`config.mk`:
```
export PLATFORM = sky130hd
export DESIGN_NAME = mih_irq_handler
export DESIGN_NICKNAME = d
export VERILOG_FILES = /design/src/logic/mih_pkg.sv /design/src/logic/mih_irq_handler.sv
export SDC_FILE = /design/constraint.sdc
export NUM_CORES = 1
export LEC_CHECK = 0
export ABC_AREA = 1
export BUFFER_PORTS_ARGS = -buffer_cell sky130_fd_sc_hd__buf_2
export CAP_MARGIN = 10
export CELL_PAD_IN_SITES_DETAIL_PLACEMENT = 1
export CELL_PAD_IN_SITES_GLOBAL_PLACEMENT = 2
export CORE_MARGIN = 3
export CORE_UTILIZATION = 31
export CTS_BUF_LIST = sky130_fd_sc_hd__clkbuf_4
export CTS_CLUSTER_DIAMETER = 100
export DETAILED_ROUTE_END_ITERATION = 10
export PLACE_DENSITY_LB_ADDON = 0.1
export SLEW_MARGIN = 20
export SYNTH_ARGS = -nofsm -noshare
export SYNTH_HDL_FRONTEND = slang
export SYNTH_SLANG_ARGS = --single-unit
```
`constraint.sdc`:
```
create_clock -name sys_clk_in -period 4.1 [get_ports sys_clk_in]
set_clock_uncertainty 0.2 [all_clocks]
set_input_delay 0.205 -clock sys_clk_in [delete_from_list [all_inputs] [get_ports sys_clk_in]]
set_output_delay 0.205 -clock sys_clk_in [all_outputs]
set_load 0.1 [all_outputs]
```
`src/logic/mih_pkg.sv`:
```
// package: register offsets, field positions and constants for the interrupt handler
package mih_pkg;
  localparam int NUM_SRC = 22;
  localparam int SRC_W = 5;
  // special function register addresses
  localparam logic [7:0] ADDR_TMR_CTRL = 8'h88;
  localparam logic [7:0] ADDR_IRQ_EN = 8'hA8;
  localparam logic [7:0] ADDR_IRQ_PRI = 8'hB8;
  localparam logic [7:0] ADDR_XIRQ_EN1 = 8'hE6;
  localparam logic [7:0] ADDR_XIRQ_EN2 = 8'hE7;
  localparam logic [7:0] ADDR_EIP1 = 8'hF6;
  localparam logic [7:0] ADDR_EIP2 = 8'hF7;
  localparam logic [7:0] ADDR_ACCUM = 8'hE0;
  localparam logic [7:0] ADDR_OPERAND2 = 8'hF0;
  localparam logic [7:0] RESET_BYTE = 8'h00;
  // timer control field positions and the global enable bit of the enable register
  localparam int TC_X0_SENSE = 0;
  localparam int TC_X0_PEND = 1;
  localparam int TC_X1_SENSE = 2;
  localparam int TC_X1_PEND = 3;
  localparam int TC_TMR0_OVF = 5;
  localparam int TC_TMR1_OVF = 7;
  localparam int EN_GLOBAL = 7;
  // source indices equal their fixed order
  localparam int SRC_EXT0 = 0;
  localparam int SRC_TMR0 = 1;
  localparam int SRC_EXT1 = 2;
  localparam int SRC_TMR1 = 3;
  // vector = base + 8 * order
  localparam logic [15:0] VEC_BASE = 16'h0003;
  localparam int VEC_SHIFT = 3;
  // long call takes four cycles after the detect cycle
  localparam int CALL_CYCLES = 4;
  typedef enum logic [1:0] {MIH_IDLE, MIH_CALL, MIH_WAIT} mih_state_t;
endpackage

```
`src/logic/mih_irq_handler.sv`:
```
// interrupt handler: pending flags, enables, priority arbitration and vector requests
module mih_irq_handler #(
  parameter int NUM_SRC = mih_pkg::NUM_SRC
) (
  // clock and reset
  input wire logic sys_clk_in,
  input wire logic sys_rst_in,
  // register port
  input wire logic [7:0] reg_addr_in,
  input wire logic [7:0] reg_wdata_in,
  input wire logic reg_wr_in,
  output logic [7:0] reg_rdata_out,
  // external pins, active low
  input wire logic ext_irq0_n_in,
  input wire logic ext_irq1_n_in,
  // peripheral events (bit per source; only bits 1 and 3 used) and pending flags of peripherals
  input wire logic [NUM_SRC-1:0] src_event_in,
  input wire logic [NUM_SRC-1:0] periph_pending_in,
  // cpu sequencer
  input wire logic instr_done_in,
  input wire logic irq_return_done_in,
  output logic call_req_out,
  output logic [15:0] call_vector_out,
  output logic call_busy_out
);
  // the enable and priority maps are wired for exactly this many sources
  if (NUM_SRC != mih_pkg::NUM_SRC) begin : g_bad_src_count
    $error("source count must be 22");
  end

  logic [7:0] tmr_ctrl_r, tmr_ctrl_nxt;
  logic [7:0] irq_en_r, irq_en_nxt, irq_pri_r, irq_pri_nxt;
  logic [7:0] xirq_en1_r, xirq_en1_nxt, xirq_en2_r, xirq_en2_nxt, eip1_r, eip1_nxt, eip2_r, eip2_nxt;
  logic [7:0] accum_r, accum_nxt, operand2_r, operand2_nxt;
  logic ext0_pin_d_r, ext0_pin_d_nxt, ext1_pin_d_r, ext1_pin_d_nxt;
  logic [1:0] active_r, active_nxt;
  logic post_return_r, post_return_nxt;
  mih_pkg::mih_state_t state_r, state_nxt;
  logic [2:0] cnt_r, cnt_nxt;
  logic [15:0] vec_r, vec_nxt;
  logic [mih_pkg::SRC_W-1:0] src_r, src_nxt;

  logic [NUM_SRC-1:0] pend, en, pri, req;
  logic ext0_fall, ext1_fall, ext0_sense_select, ext1_sense_select;
  logic ext0_pending, ext1_pending, global_irq_enable;
  logic hit_hi, hit_lo, win_ok;
  logic [mih_pkg::SRC_W-1:0] win_hi, win_lo, win;

  assign ext0_sense_select = tmr_ctrl_r[mih_pkg::TC_X0_SENSE];
  assign ext1_sense_select = tmr_ctrl_r[mih_pkg::TC_X1_SENSE];
  assign global_irq_enable = irq_en_r[mih_pkg::EN_GLOBAL];
  // delay flops reset to the idle high level, so reset makes no false edge
  assign ext0_fall = ext0_pin_d_r & ~ext_irq0_n_in;
  assign ext1_fall = ext1_pin_d_r & ~ext_irq1_n_in;
  // level mode reads the pin itself, not a latch
  assign ext0_pending = ext0_sense_select ? tmr_ctrl_r[mih_pkg::TC_X0_PEND] : ~ext_irq0_n_in;
  assign ext1_pending = ext1_sense_select ? tmr_ctrl_r[mih_pkg::TC_X1_PEND] : ~ext_irq1_n_in;

  // pending, enable and priority vectors indexed by fixed order
  always_comb begin
    pend = periph_pending_in;
    pend[mih_pkg::SRC_EXT0] = ext0_pending;
    pend[mih_pkg::SRC_TMR0] = tmr_ctrl_r[mih_pkg::TC_TMR0_OVF];
    pend[mih_pkg::SRC_EXT1] = ext1_pending;
    pend[mih_pkg::SRC_TMR1] = tmr_ctrl_r[mih_pkg::TC_TMR1_OVF];
    en = {xirq_en2_r, xirq_en1_r, irq_en_r[5:0]};
    pri = {eip2_r, eip1_r, irq_pri_r[5:0]};
    req = pend & en & {NUM_SRC{global_irq_enable}};
  end

  // lowest order number wins within each level
  always_comb begin
    hit_hi = 1'b0;
    hit_lo = 1'b0;
    win_hi = '0;
    win_lo = '0;
    for (int i = NUM_SRC - 1; i >= 0; i--) begin
      if (req[i] && pri[i]) begin
        hit_hi = 1'b1;
        win_hi = i[mih_pkg::SRC_W-1:0];
      end
      if (req[i] && !pri[i]) begin
        hit_lo = 1'b1;
        win_lo = i[mih_pkg::SRC_W-1:0];
      end
    end
    // high level needs no routine of high level running; low needs none at all
    win = (hit_hi && !active_r[1]) ? win_hi : win_lo;
    win_ok = (hit_hi && !active_r[1]) || (hit_lo && active_r == 2'b00);
    if (post_return_r) win_ok = 1'b0;
  end

  // vectoring sequence
  always_comb begin
    state_nxt = state_r;
    cnt_nxt = cnt_r;
    vec_nxt = vec_r;
    src_nxt = src_r;
    active_nxt = active_r;
    post_return_nxt = post_return_r;
    if (irq_return_done_in) begin
      // pop the highest active level; the next instruction runs before any new call
      if (active_r[1]) active_nxt[1] = 1'b0;
      else active_nxt[0] = 1'b0;
      post_return_nxt = 1'b1;
    end else if (instr_done_in && post_return_r) begin
      post_return_nxt = 1'b0;
    end
    unique case (state_r)
      mih_pkg::MIH_IDLE: begin
        if (win_ok && instr_done_in && !irq_return_done_in) begin
          state_nxt = mih_pkg::MIH_CALL;
          cnt_nxt = 3'(mih_pkg::CALL_CYCLES - 1);
          src_nxt = win;
          vec_nxt = mih_pkg::VEC_BASE + (16'(win) << mih_pkg::VEC_SHIFT);
          if (pri[win]) active_nxt[1] = 1'b1;
          else active_nxt[0] = 1'b1;
        end
      end
      mih_pkg::MIH_CALL: begin
        if (cnt_r == 3'h0) state_nxt = mih_pkg::MIH_WAIT;
        else cnt_nxt = cnt_r - 3'h1;
      end
      mih_pkg::MIH_WAIT: begin
        state_nxt = mih_pkg::MIH_IDLE;
      end
    endcase
  end
  assign call_req_out = (state_r == mih_pkg::MIH_CALL) && (cnt_r == 3'h0);
  assign call_vector_out = vec_r;
  assign call_busy_out = (state_r != mih_pkg::MIH_IDLE);

  // register file and pending flag updates
  always_comb begin
    tmr_ctrl_nxt = tmr_ctrl_r;
    irq_en_nxt = irq_en_r;
    irq_pri_nxt = irq_pri_r;
    xirq_en1_nxt = xirq_en1_r;
    xirq_en2_nxt = xirq_en2_r;
    eip1_nxt = eip1_r;
    eip2_nxt = eip2_r;
    accum_nxt = accum_r;
    operand2_nxt = operand2_r;
    ext0_pin_d_nxt = ext_irq0_n_in;
    ext1_pin_d_nxt = ext_irq1_n_in;
    if (reg_wr_in) begin
      unique case (reg_addr_in)
        mih_pkg::ADDR_TMR_CTRL: tmr_ctrl_nxt = reg_wdata_in;
        mih_pkg::ADDR_IRQ_EN: irq_en_nxt = reg_wdata_in;
        mih_pkg::ADDR_IRQ_PRI: irq_pri_nxt = reg_wdata_in;
        mih_pkg::ADDR_XIRQ_EN1: xirq_en1_nxt = reg_wdata_in;
        mih_pkg::ADDR_XIRQ_EN2: xirq_en2_nxt = reg_wdata_in;
        mih_pkg::ADDR_EIP1: eip1_nxt = reg_wdata_in;
        mih_pkg::ADDR_EIP2: eip2_nxt = reg_wdata_in;
        mih_pkg::ADDR_ACCUM: accum_nxt = reg_wdata_in;
        mih_pkg::ADDR_OPERAND2: operand2_nxt = reg_wdata_in;
        default: ;
      endcase
    end
    // hardware clear on vectoring, then events; set wins over any clear
    if (state_r == mih_pkg::MIH_IDLE && state_nxt == mih_pkg::MIH_CALL) begin
      if (src_nxt == mih_pkg::SRC_TMR0) tmr_ctrl_nxt[mih_pkg::TC_TMR0_OVF] = 1'b0;
      if (src_nxt == mih_pkg::SRC_TMR1) tmr_ctrl_nxt[mih_pkg::TC_TMR1_OVF] = 1'b0;
      if (src_nxt == mih_pkg::SRC_EXT0 && ext0_sense_select) tmr_ctrl_nxt[mih_pkg::TC_X0_PEND] = 1'b0;
      if (src_nxt == mih_pkg::SRC_EXT1 && ext1_sense_select) tmr_ctrl_nxt[mih_pkg::TC_X1_PEND] = 1'b0;
    end
    if (src_event_in[mih_pkg::SRC_TMR0]) tmr_ctrl_nxt[mih_pkg::TC_TMR0_OVF] = 1'b1;
    if (src_event_in[mih_pkg::SRC_TMR1]) tmr_ctrl_nxt[mih_pkg::TC_TMR1_OVF] = 1'b1;
    if (ext0_sense_select && ext0_fall) tmr_ctrl_nxt[mih_pkg::TC_X0_PEND] = 1'b1;
    if (ext1_sense_select && ext1_fall) tmr_ctrl_nxt[mih_pkg::TC_X1_PEND] = 1'b1;
  end

  always_comb begin
    unique case (reg_addr_in)
      mih_pkg::ADDR_TMR_CTRL: reg_rdata_out = {tmr_ctrl_r[7:4], ext1_pending, tmr_ctrl_r[2], ext0_pending, tmr_ctrl_r[0]};
      mih_pkg::ADDR_IRQ_EN: reg_rdata_out = irq_en_r;
      mih_pkg::ADDR_IRQ_PRI: reg_rdata_out = irq_pri_r;
      mih_pkg::ADDR_XIRQ_EN1: reg_rdata_out = xirq_en1_r;
      mih_pkg::ADDR_XIRQ_EN2: reg_rdata_out = xirq_en2_r;
      mih_pkg::ADDR_EIP1: reg_rdata_out = eip1_r;
      mih_pkg::ADDR_EIP2: reg_rdata_out = eip2_r;
      mih_pkg::ADDR_ACCUM: reg_rdata_out = accum_r;
      mih_pkg::ADDR_OPERAND2: reg_rdata_out = operand2_r;
      default: reg_rdata_out = mih_pkg::RESET_BYTE;
    endcase
  end

  always_ff @(posedge sys_clk_in) begin
    if (sys_rst_in) begin
      tmr_ctrl_r <= mih_pkg::RESET_BYTE;
      irq_en_r <= mih_pkg::RESET_BYTE;
      irq_pri_r <= mih_pkg::RESET_BYTE;
      xirq_en1_r <= mih_pkg::RESET_BYTE;
      xirq_en2_r <= mih_pkg::RESET_BYTE;
      eip1_r <= mih_pkg::RESET_BYTE;
      eip2_r <= mih_pkg::RESET_BYTE;
      accum_r <= mih_pkg::RESET_BYTE;
      operand2_r <= mih_pkg::RESET_BYTE;
      ext0_pin_d_r <= 1'b1;
      ext1_pin_d_r <= 1'b1;
      active_r <= 2'b00;
      post_return_r <= 1'b0;
      state_r <= mih_pkg::MIH_IDLE;
      cnt_r <= 3'h0;
      vec_r <= 16'h0000;
      src_r <= '0;
    end else begin
      tmr_ctrl_r <= tmr_ctrl_nxt;
      irq_en_r <= irq_en_nxt;
      irq_pri_r <= irq_pri_nxt;
      xirq_en1_r <= xirq_en1_nxt;
      xirq_en2_r <= xirq_en2_nxt;
      eip1_r <= eip1_nxt;
      eip2_r <= eip2_nxt;
      accum_r <= accum_nxt;
      operand2_r <= operand2_nxt;
      ext0_pin_d_r <= ext0_pin_d_nxt;
      ext1_pin_d_r <= ext1_pin_d_nxt;
      active_r <= active_nxt;
      post_return_r <= post_return_nxt;
      state_r <= state_nxt;
      cnt_r <= cnt_nxt;
      vec_r <= vec_nxt;
      src_r <= src_nxt;
    end
  end

  property p_call_after_four;
    @(posedge sys_clk_in) disable iff (sys_rst_in)
      (state_r == mih_pkg::MIH_IDLE && state_nxt == mih_pkg::MIH_CALL) |-> ##4 call_req_out;
  endproperty
  a_call_after_four: assert property (p_call_after_four) else $error("long call not issued after four cycles");

  property p_no_call_without_ea;
    @(posedge sys_clk_in) disable iff (sys_rst_in)
      (!global_irq_enable && state_r == mih_pkg::MIH_IDLE) |=> state_r == mih_pkg::MIH_IDLE;
  endproperty
  a_no_call_without_ea: assert property (p_no_call_without_ea) else $error("call started with global enable low");

  property p_vector_formula;
    @(posedge sys_clk_in) disable iff (sys_rst_in)
      call_req_out |-> call_vector_out == mih_pkg::VEC_BASE + (16'(src_r) << mih_pkg::VEC_SHIFT);
  endproperty
  a_vector_formula: assert property (p_vector_formula) else $error("vector address mismatch");

  property p_edge_clear;
    @(posedge sys_clk_in) disable iff (sys_rst_in)
      (state_r == mih_pkg::MIH_IDLE && state_nxt == mih_pkg::MIH_CALL && src_nxt == mih_pkg::SRC_TMR0
       && !src_event_in[mih_pkg::SRC_TMR0]) |=> !tmr_ctrl_r[mih_pkg::TC_TMR0_OVF];
  endproperty
  a_edge_clear: assert property (p_edge_clear) else $error("timer 0 flag not cleared on vectoring");

  property p_event_sets;
    @(posedge sys_clk_in) disable iff (sys_rst_in)
      src_event_in[mih_pkg::SRC_TMR1] |=> tmr_ctrl_r[mih_pkg::TC_TMR1_OVF];
  endproperty
  a_event_sets: assert property (p_event_sets) else $error("timer 1 event lost");

  property p_level_tracks;
    @(posedge sys_clk_in) disable iff (sys_rst_in)
      !ext0_sense_select |-> ext0_pending == !ext_irq0_n_in;
  endproperty
  a_level_tracks: assert property (p_level_tracks) else $error("level flag does not follow pin");

  property p_high_not_preempted;
    @(posedge sys_clk_in) disable iff (sys_rst_in)
      active_r[1] && !irq_return_done_in |=> !(state_r == mih_pkg::MIH_CALL && $past(state_r) == mih_pkg::MIH_IDLE);
  endproperty
  a_high_not_preempted: assert property (p_high_not_preempted) else $error("high routine preempted");

  property p_post_return_wait;
    @(posedge sys_clk_in) disable iff (sys_rst_in)
      irq_return_done_in |=> state_r != mih_pkg::MIH_CALL || $past(state_r) != mih_pkg::MIH_IDLE;
  endproperty
  a_post_return_wait: assert property (p_post_return_wait) else $error("call right after return");
endmodule // mih_irq_handler

```
After elaboration in Yosys (flattened, before gate mapping)

Index checks and enable logic that the tools add are counted.

Output and inout bits: 26
Latch bits: 0
Memories: 0
Bits in read-only memories: 0
Bits of input ports: 67
RAM bits: 0
Register bits: 103
Word-level logic and storage cells: 267

Add/sub/neg operators: 2
Order comparisons: 1
Reduce and logical (&&, ||, !) cells: 98
Equal/unequal tests: 17
Multiply operators: 0
Div/mod/pow operators: 0
Mux-type cells: 125
Shift operators: 0
Bitwise logic cells: 6

Operators with widths:

| operator            | number |
|---|---|
| $mux 5              | 47 |
| $eq 8x8->1 const B  | 9 |
| $pmux 8 s9          | 1 |
| $mux 1              | 65 |
| $logic_and 1x1->1   | 55 |
| $and 22x22->22      | 2 |
| $logic_not 1->1     | 24 |
| $reduce_and 2->1    | 10 |
| $mux 8              | 2 |
| $eq 5x2->1 const B  | 2 |
| $mux 2              | 5 |
| $add 2x8->9 const A | 1 |
| $lt 5x6->1 const B  | 1 |
| $mux 3              | 2 |
| $pmux 2 s3          | 1 |
| $pmux 3 s2          | 1 |
| $reduce_bool 2->1   | 3 |
| $bmux 1 s5          | 1 |
| $eq 5x1->1 const B  | 1 |
| $logic_not 5->1     | 1 |
| $eq 2x1->1 const B  | 2 |
| $logic_not 2->1     | 2 |
| $ne 2x2->1 const B  | 2 |
| $logic_not 3->1     | 1 |
| other kinds (6)     | 8 |

Logic depth before layout (Yosys ltp)

Gate-level depths: netlist (run 1).

Depth after elaboration: 39
Mapped depth: 32
Gate-level depth less buffers: 32

Worst setup path before layout (run 1)

No wires, ideal clock.

Path type: input-to-output
Start point: input port reg_addr_in[7]
End point: output port reg_rdata_out[0]
Stages on the path: 8
Arrival time: 2.538 ns
Path buffers: 0
Slack: 1.157 ns
Required time: 3.695 ns
Path through: inv_1 > nor2_1 > inv_1 > nor2_1 > inv_1 > nor3_1 > inv_1 > o211ai_1

Word-level cells in the longest chain between the ends: 2
Elaborated cells on any way between the ends: 10

Ends and longest elaborated chain:

| element         | RTL line               | source |
|---|---|---|
| start, declared | mih_irq_handler.sv:9   | `input wire logic [7:0] reg_addr_in,` |
| $eq 8x8->1      | mih_irq_handler.sv:174 | `unique case (reg_addr_in)` |
| $pmux 8 s9 *    | mih_irq_handler.sv:174 |  |
| end, declared   | mih_irq_handler.sv:12  | `output logic [7:0] reg_rdata_out,` |

Every way passes the cells marked *; elsewhere a longest branch is shown, timed or not.

Final worst setup path (run 1)

Start point: register tmr_ctrl_r[2]
End point: register tmr_ctrl_r[7]

Word-level cells in the longest chain between the ends: 18
Elaborated cells on any way between the ends: 34

Ends and longest elaborated chain:

| element                                        | RTL line                                       | source |
|---|---|---|
| start, declared                                | mih_irq_handler.sv:31                          | `logic [7:0] tmr_ctrl_r, tmr_ctrl_nxt;` |
| start signal, assigned                         | mih_irq_handler.sv:190                         | `tmr_ctrl_r <= mih_pkg::RESET_BYTE;` |
| start signal, assigned                         | mih_irq_handler.sv:208                         | `tmr_ctrl_r <= tmr_ctrl_nxt;` |
| $mux 1 *                                       | mih_irq_handler.sv:57                          | `assign ext1_pending = ext1_sense_select ? tmr_ctrl_r[mih_pkg::TC_X1_PEND] : ~ext_irq1_n_in;` |
| $and 22x22->22 * (2 in series)                 | mih_irq_handler.sv:68                          | `req = pend & en & {NUM_SRC{global_irq_enable}};` |
| $logic_and 1x1->1, on equally long branches    | mih_irq_handler.sv:78, mih_irq_handler.sv:82   |  |
| $mux 1, on equally long branches (3 in series) | mih_irq_handler.sv:78, mih_irq_handler.sv:82   |  |
| $logic_and 1x1->1, on equally long branches    | mih_irq_handler.sv:88, mih_irq_handler.sv:89   |  |
| $logic_or 1x1->1                               | mih_irq_handler.sv:89                          | `win_ok = (hit_hi && !active_r[1]) \|\| (hit_lo && active_r == 2'b00);` |
| $mux 1                                         | mih_irq_handler.sv:90                          | `if (post_return_r) win_ok = 1'b0;` |
| $logic_and 1x1->1 (2 in series)                | mih_irq_handler.sv:111                         | `if (win_ok && instr_done_in && !irq_return_done_in) begin` |
| $mux 5 or $mux 2 (tied branches)               | mih_irq_handler.sv:111                         |  |
| $mux 5 or $pmux 2 s3 (tied branches)           | mih_irq_handler.sv:109                         | `unique case (state_r)` |
| $eq 5x2->1 or $eq 2x1->1 (tied branches)       | mih_irq_handler.sv:163, mih_irq_handler.sv:161 |  |
| $mux 1 or $logic_and 1x1->1 (tied branches)    | mih_irq_handler.sv:163, mih_irq_handler.sv:161 |  |
| $mux 1 *                                       | mih_irq_handler.sv:161                         | `if (state_r == mih_pkg::MIH_IDLE && state_nxt == mih_pkg::MIH_CALL) begin` |
| $mux 1 *                                       | mih_irq_handler.sv:168                         | `if (src_event_in[mih_pkg::SRC_TMR1]) tmr_ctrl_nxt[mih_pkg::TC_TMR1_OVF] = 1'b1;` |

Marks and branches as above.
A chain may end at the register's enable or synchronous reset.

==> results.cfg, run 1 <==
[timing]
tightest_slew_ps = 1072
finalSetupViolCount = 0
drv_slew = 0
rsz0062_at_grt = no
timing.fmax_mhz = 272.4
final.setup.tns_ps = 0
maxSlewHeadroom_pct = 27.99
period_needed_ps = 3671
finalHoldViolations = 0
hold_slack_ps = 218.5
min_period_over_period_pct = 89.53

[logic_synthesis]
synth_xor_area_share_pct = 0
yosys.area_share.simple_pct = 23.51
yosys-mux-area-fraction_pct = 0
synth_top_area_share_pct = 37.01
synth_compound_area_share_pct = 24.83
ys_ff_latch = 93
synth_top_family_by_area = compound AO/OA/AOI/OAI gates
seq_area_frac_synth_pct = 37.01
synthAdderAreaFrac_pct = 0.9950
synthCells = 750
syn_area_per_cell_um2 = 6.706
yosys.cell_types.count = 40
ys.flop_type = dfxtp_1
yosysMostFrequentCell = inv_1
synth_area_leaders = dfxtp_1 (37%), inv_1 (9.3%), a21oi_1 (8.5%)
yosysWarnings = 0
async_flop_share_pct = 0
synth.cell_area_mm2 = 0.005030
synth_edf_count = 0
synth_top_area_cell = dfxtp_1
synthTopCellsByCount = inv_1 (125), nand2_1 (105), dfxtp_1 (93), a21oi_1 (85), nor2_1 (78)

[detailed_routing]
drtIter0Drc = 231
wl_per_cell_um = 18.00
ant_nets = 0
vias = 5259
viasPerCell = 5.076
drt-total-wl_um = 18650
firstDrtPassIters = 4
drc_errors = 0

[run_status]
outcome = finished clean

[cells_and_area]
multi_input_area_mm2 = 0.002522
nets = 891
stdcell_area_mm2 = 0.005883
register_area_mm2 = 0.001866
fillCellCount = 2048
n_antenna_cell = 0
drive_gt1_share_pct = 12.36
area_delta_synth_final_pct = 16.97
post-route-util_pct = 37.86

[placement]
portBuffers = 59
hpwl_um = 14490
postPlaceCellArea_mm2 = 0.005466
routabilityCongestion = 0.8797

[clocking]
clk_transition_reported_paths_ps = 170
cts.path.max_buffers = 2
cts_tree = yes
cts_buffers = 9
root_buffer = clkbuf_4
cts.sinks = 93
htreeDepth = 3
clock_latency_ps = 490

[critical_path]
crit_type = reg -> reg
start_kind = flop
end_kind = flop
path_max_fanout = 14
cp_data_required_time_ps = 4280
arrival_ps = 3850

[floorplanning]
start_util_pct = 32.37
die_area_mm2 = 0.01779
io_pins = 93
num_rows = 45
core_area_mm2 = 0.01554
fp.dieH_um = 133.4
die_w_um = 133.4

[global_route]
grt_pass1_wl_um = 29450
grt_overflow = 0
met1_usage_pct = 30.35
grt_max_degree = 30
grt.total_usage_pct = 21.33
grt_pass1_vias = 5343
use_met3_pct = 2.757
grt_util_met2_pct = 33.38
grt.busiest_layer = met2
antenna_found_initial = 0

[power]
total_power_w = 0.001849
power.density_mw_per_mm2 = 314.3
ir_drop_v = 0.0001338
p_leak_nw = 2.307

[run]
cap_violations = 0

[worst_hold_path]
hold_class = in -> reg
[area by class of cell]
class	instances	share of cell area [%]
Sequential cell	93	31.71
Timing Repair Buffer	85	9.443
Clock inverter	7	2.042
Multi-Input combinational cell	501	42.88
Tap cell	211	4.487
Clock buffer	9	1.148
Inverter	130	8.294
[placed cells by master, fill, tap and decap left out, drive strengths merged, types with 17 or more instances in the layout]
cell type    instances
dlygate4sd3         21
inv                129
buf                 64
nand2              107
o21ai               79
nor2                81
nand3               46
a21oi               85
dfxtp               93
a221oi              17
[timing repair]
action	CTS	global route
setup buffers	0	1
endpoints found under the setup margin	0	2
gates resized for setup	0	4
hold buffers	21	0
hold endpoints to repair	89	0
[cell families (layout without fill, tap and decap cells)]
kind of cell	count (synthesis)	after routing
other	1	9
AND/OR/NAND/NOR	268	268
flip-flops	93	93
adder cells (fa/ha/maj)	4	4
AO/OA/AOI/OAI	220	220
buffers and inverters	164	231
[where the power goes]
part | leakage [nW] | internal, W | total (W) | switching (W)
Sequential | 0.751 | 0.000913 | 0.000920 | 0.00000750
Combinational | 1.46 | 0.0000648 | 0.000257 | 0.000192
Clock | 0.0969 | 0.000312 | 0.000672 | 0.000360
[flip-flops by register name, indices dropped and copies added (netlist names)]
signal           count
tmr_ctrl_r           8
cnt_r                3
xirq_en1_r           8
irq_pri_r            8
operand2_r           8
src_r                5
xirq_en2_r           8
state_r              2
ext1_pin_d_r         1
call_vector_out      6
eip1_r               8
post_return_r        1
active_r             2
irq_en_r             8
ext0_pin_d_r         1
accum_r              8
eip2_r               8
[metal layers]
| metal | routed length [µm] | up-vias |
|---|---|---|
| li1 | - | 2625 |
| met1 | 9184 | 2518 |
| met2 | 8393 | 94 |
| met3 | 677 | 22 |
| met4 | 392 | 0 |
| met5 | 0 | - |
[per-stage QoR]
step                      worst slack [ps]  cells
after floorplan                       1157    758
after global placement               416.7    998
after detailed placement             362.8    998
after CTS                            100.5   1035
after global routing                 6.743   1036
final                                429.2   1036
[critical path: stages, from the launching register on]
cell and delay, ps:
dfxtp_1 360, o21ai_0 420, nand4_1 320, nand2_1 170
nor2_1 70, nand3_1 120, nor2_1 70, o31ai_2 210
nand3_2 160, nor2_4 130, inv_2 130, a21oi_1 220
inv_1 70, nor3_2 390, inv_2 80, nor3_2 170
a21oi_1 60, o21a_1 190
[final timing paths]
kind,start,end,slack (ps),cells after the start
worst max-delay path,tmr_ctrl_r[2]$_SDFFE_PP0P_,tmr_ctrl_r[7]$_SDFF_PP0_,430,17
worst min-delay path,reg_addr_in[2],operand2_r[1]$_SDFFE_PP0P_,220,4
worst max register to register,tmr_ctrl_r[2]$_SDFFE_PP0P_,tmr_ctrl_r[7]$_SDFF_PP0_,430,17
worst min register to register,ext1_pin_d_r$_SDFF_PP1_,tmr_ctrl_r[3]$_SDFF_PP0_,250,2
Note: power is estimated with default switching activity, not from simulation.
==> inputs of run 2 (changes only) <==
Settings changed: ABC_AREA 1 to default, CORE_UTILIZATION 31 to 34, SKIP_LAST_GASP from default to 1.
==> run 2 against run 1 <==
Register-to-register slack about the same. Combinational power decreased by 44%. Clock-buffer cell count increased by 1. Die area decreased by 4.2%. Power decreased by 15%. Area after synthesis increased by 4.9%. Synthesized cell count decreased by 10%. Core utilization increased by 2.7 points. First-iteration DRC count increased by 23%. Non-clock buffer count increased by 8. Worst setup slack improved by 5.2 ps. Cell count decreased by 11%. Critical path type unchanged.
==> results.cfg, run 2 <==
[run_status]
outcome = finished clean

[power]
p_comb_share_pct = 9.2
internal_power_w = 0.001133
ir_drop_v = 0.0001302
switching_share_pct = 27.91
p_leak_nw = 2.322
p_sw_w = 0.0004385
power.density_mw_per_mm2 = 260.8
clkPwrFrac_pct = 32.7
p_seq_share_pct = 58.1

[logic_synthesis]
synthTopCellsByCount = dfxtp_1 (93), nand2_1 (86), nand3_1 (69), a21oi_1 (62), nor2_1 (51)
yosys.cell_types.count = 67
yosysWarnings = 0
synth.cell_area_mm2 = 0.005275
synth_edf_count = 0
syn_area_per_cell_um2 = 7.850
ys_ff_latch = 93
synth_area_leaders = dfxtp_1 (35%), nand3_1 (6.5%), nand2_1 (6.1%)
ys.flop_type = dfxtp_1
synth_top_area_share_pct = 35.29
async_flop_share_pct = 0
synthCells = 672
yosysMostFrequentCell = dfxtp_1
synth_top_area_cell = dfxtp_1
seq_area_frac_synth_pct = 35.29

[floorplanning]
fp.dieH_um = 130.6
start_util_pct = 35.49
io_pins = 93
core_area_mm2 = 0.01486
die_w_um = 130.6
num_rows = 44
die_area_mm2 = 0.01705

[cells_and_area]
nets = 803
drive_gt1_share_pct = 14.95
n_antenna_cell = 0
layout.cells.most_common = dfxtp_1
final_cell_mix = dfxtp_1 (93), nand2_1 (86), nand3_1 (69), a21oi_1 (62), buf_2 (59)
area_delta_synth_final_pct = 14.18

[timing]
finalHoldViolations = 0
hold_slack_ps = 80.17
tightest_slew_ps = 1004
rsz0062_at_grt = no
final.setup.tns_ps = 0
timing.fmax_mhz = 272.8
period_needed_ps = 3666
finalSetupViolCount = 0
drv_slew = 0
min_period_over_period_pct = 89.40
maxSlewHeadroom_pct = 32.68

[detailed_routing]
vias = 5443
firstDrtPassIters = 5
ant_nets = 0
drtIter0Drc = 285
drc_errors = 0
viasPerCell = 5.916
wl_per_cell_um = 21.75
drt-total-wl_um = 20010

[global_route]
grt.total_usage_pct = 23.78
antenna_found_initial = 0
met1_usage_pct = 34.47
grt_util_met2_pct = 36.36
grt_max_degree = 54
use_met3_pct = 4.472
grt_pass1_wl_um = 30880
grt.busiest_layer = met2
grt_overflow = 0
grt_pass1_vias = 5370

[worst_hold_path]
hold_class = in -> reg
hold_path_depth = 4

[critical_path]
r2r.worst_path.cells = 11
cp_top_family = simple AND/OR/NAND/NOR gates
start_kind = flop
critPathMostFrequentCell = nor2_1
slowest_delay_ps = 590
end_kind = flop
crit_cells = 11
cp_slowest_cell = or4_1
arrival_ps = 3840
path_max_fanout = 53
crit_type = reg -> reg
crit_chain = buf_12 -> and4b_1 -> or4_1 -> nor2_1 -> a41oi_1 -> o21ai_1 -> nor2_2 -> buf_4 -> o21ai_0 -> nor2_1 -> a211oi_1
cp_data_required_time_ps = 4270
worst-path-buf-inv = 2

[clocking]
root_buffer = clkbuf_4
clk_transition_reported_paths_ps = 140
cts.sinks = 93
cts.repair.resized = 0
cts_tree = yes
clock_latency_ps = 470
cts.path.max_buffers = 2
htreeDepth = 3
cts_buffers = 9

[placement]
hpwl_um = 14950
routabilityCongestion = 0.8646
portBuffers = 59

[run]
cap_violations = 0
run 2: changes by cell type after synthesis, sizes merged, moves of 11 or more:
cell    change
and4b      +16
a22oi      +18
inv       -114
nor2       -29
nand3      +23
o21ai      -58
mux2i      +30
a21oi      -21
nand4b     +11
nand4      +13
nand2      -21
clkbuf     +15
o22ai      -15
run 2: timing repair:
item / 4_1_cts / 5_1_grt
endpoints found under the hold margin: 77 / 0
hold buffers: 18 / 0
buffers inserted: 0 / 0
run 2: final timing paths:
check	from	to	slack [ps]
setup / recovery	irq_en_r[7]$_SDFFE_PP0P_	cnt_r[1]$_SDFFE_PP0P_	430
setup reg to reg	irq_en_r[7]$_SDFFE_PP0P_	cnt_r[1]$_SDFFE_PP0P_	430
hold reg to reg	tmr_ctrl_r[4]$_SDFFE_PP0P_	tmr_ctrl_r[4]$_SDFFE_PP0P_	270
hold / removal	reg_addr_in[5]	tmr_ctrl_r[2]$_SDFFE_PP0P_	80
run 2: final cells by class:
class                   count  area, µm²
clock buffers              10      75.07
clock inverters             5      52.55
fillers                  1860       8841
inverters                  14      52.55
multi-input cells         521       3143
flip-flops and latches     93       1862
well taps                 184      230.2
repair buffers             93      608.1
run 2: power by group through the flow:
stage	Combinational (W)	Clock [W]	Sequential [W]
2_1_floorplan	0.0000906	0	0.000930
3_3_place_gp	0.000130	0	0.000932
3_5_place_dp	0.000132	0	0.000932
4_1_cts	0.000144	0.000527	0.000913
5_1_grt	0.000153	0.000568	0.000914
6_report	0.000145	0.000513	0.000913
run 2: cell families after synthesis:
| kind of cell | after synthesis | share of synthesized area [%] |
|---|---|---|
| compound gates | 155 | 18.95 |
| fa+ha+maj | 4 | 0.9488 |
| other cells | 1 | 0.07109 |
| mux | 35 | 6.902 |
| simple gates | 317 | 31.78 |
| flops | 93 | 35.29 |
| buf+inv | 66 | 5.882 |
| xor+xnor | 1 | 0.1661 |
run 2: layer usage:
layer	up-vias	share of wire, %
met3	24	5.4
met5	-	0
met1	2654	48
li1	2602	-
met2	163	45
met4	0	1.7
run 2: metrics by stage:
| stage | util (%) | area (µm²) | std cells | power (W) | setup WS, ps |
|---|---|---|---|---|---|
| 6_report | 40.52 | 6023 | 920 | 0.001571 | 434.5 |
| 5_1_grt | 40.52 | 6023 | 920 | 0.001635 | 63.31 |
| 2_1_floorplan | - | 5305 | 680 | 0.001020 | 1280 |
| 4_1_cts | 40.52 | 6023 | 920 | 0.001584 | 417.4 |
| 3_3_place_gp | 38.45 | 5715 | 887 | 0.001062 | 577.9 |
| 3_5_place_dp | 38.45 | 5715 | 887 | 0.001065 | 447.0 |
run 2: worst min-delay path, delay by kind of cell:
| kind | cells | cell delay, ps |
|---|---|---|
| AO/OA/AOI/OAI | 1 | 60 |
| buffers and inverters | 1 | 190 |
| AND/OR/NAND/NOR | 2 | 250 |
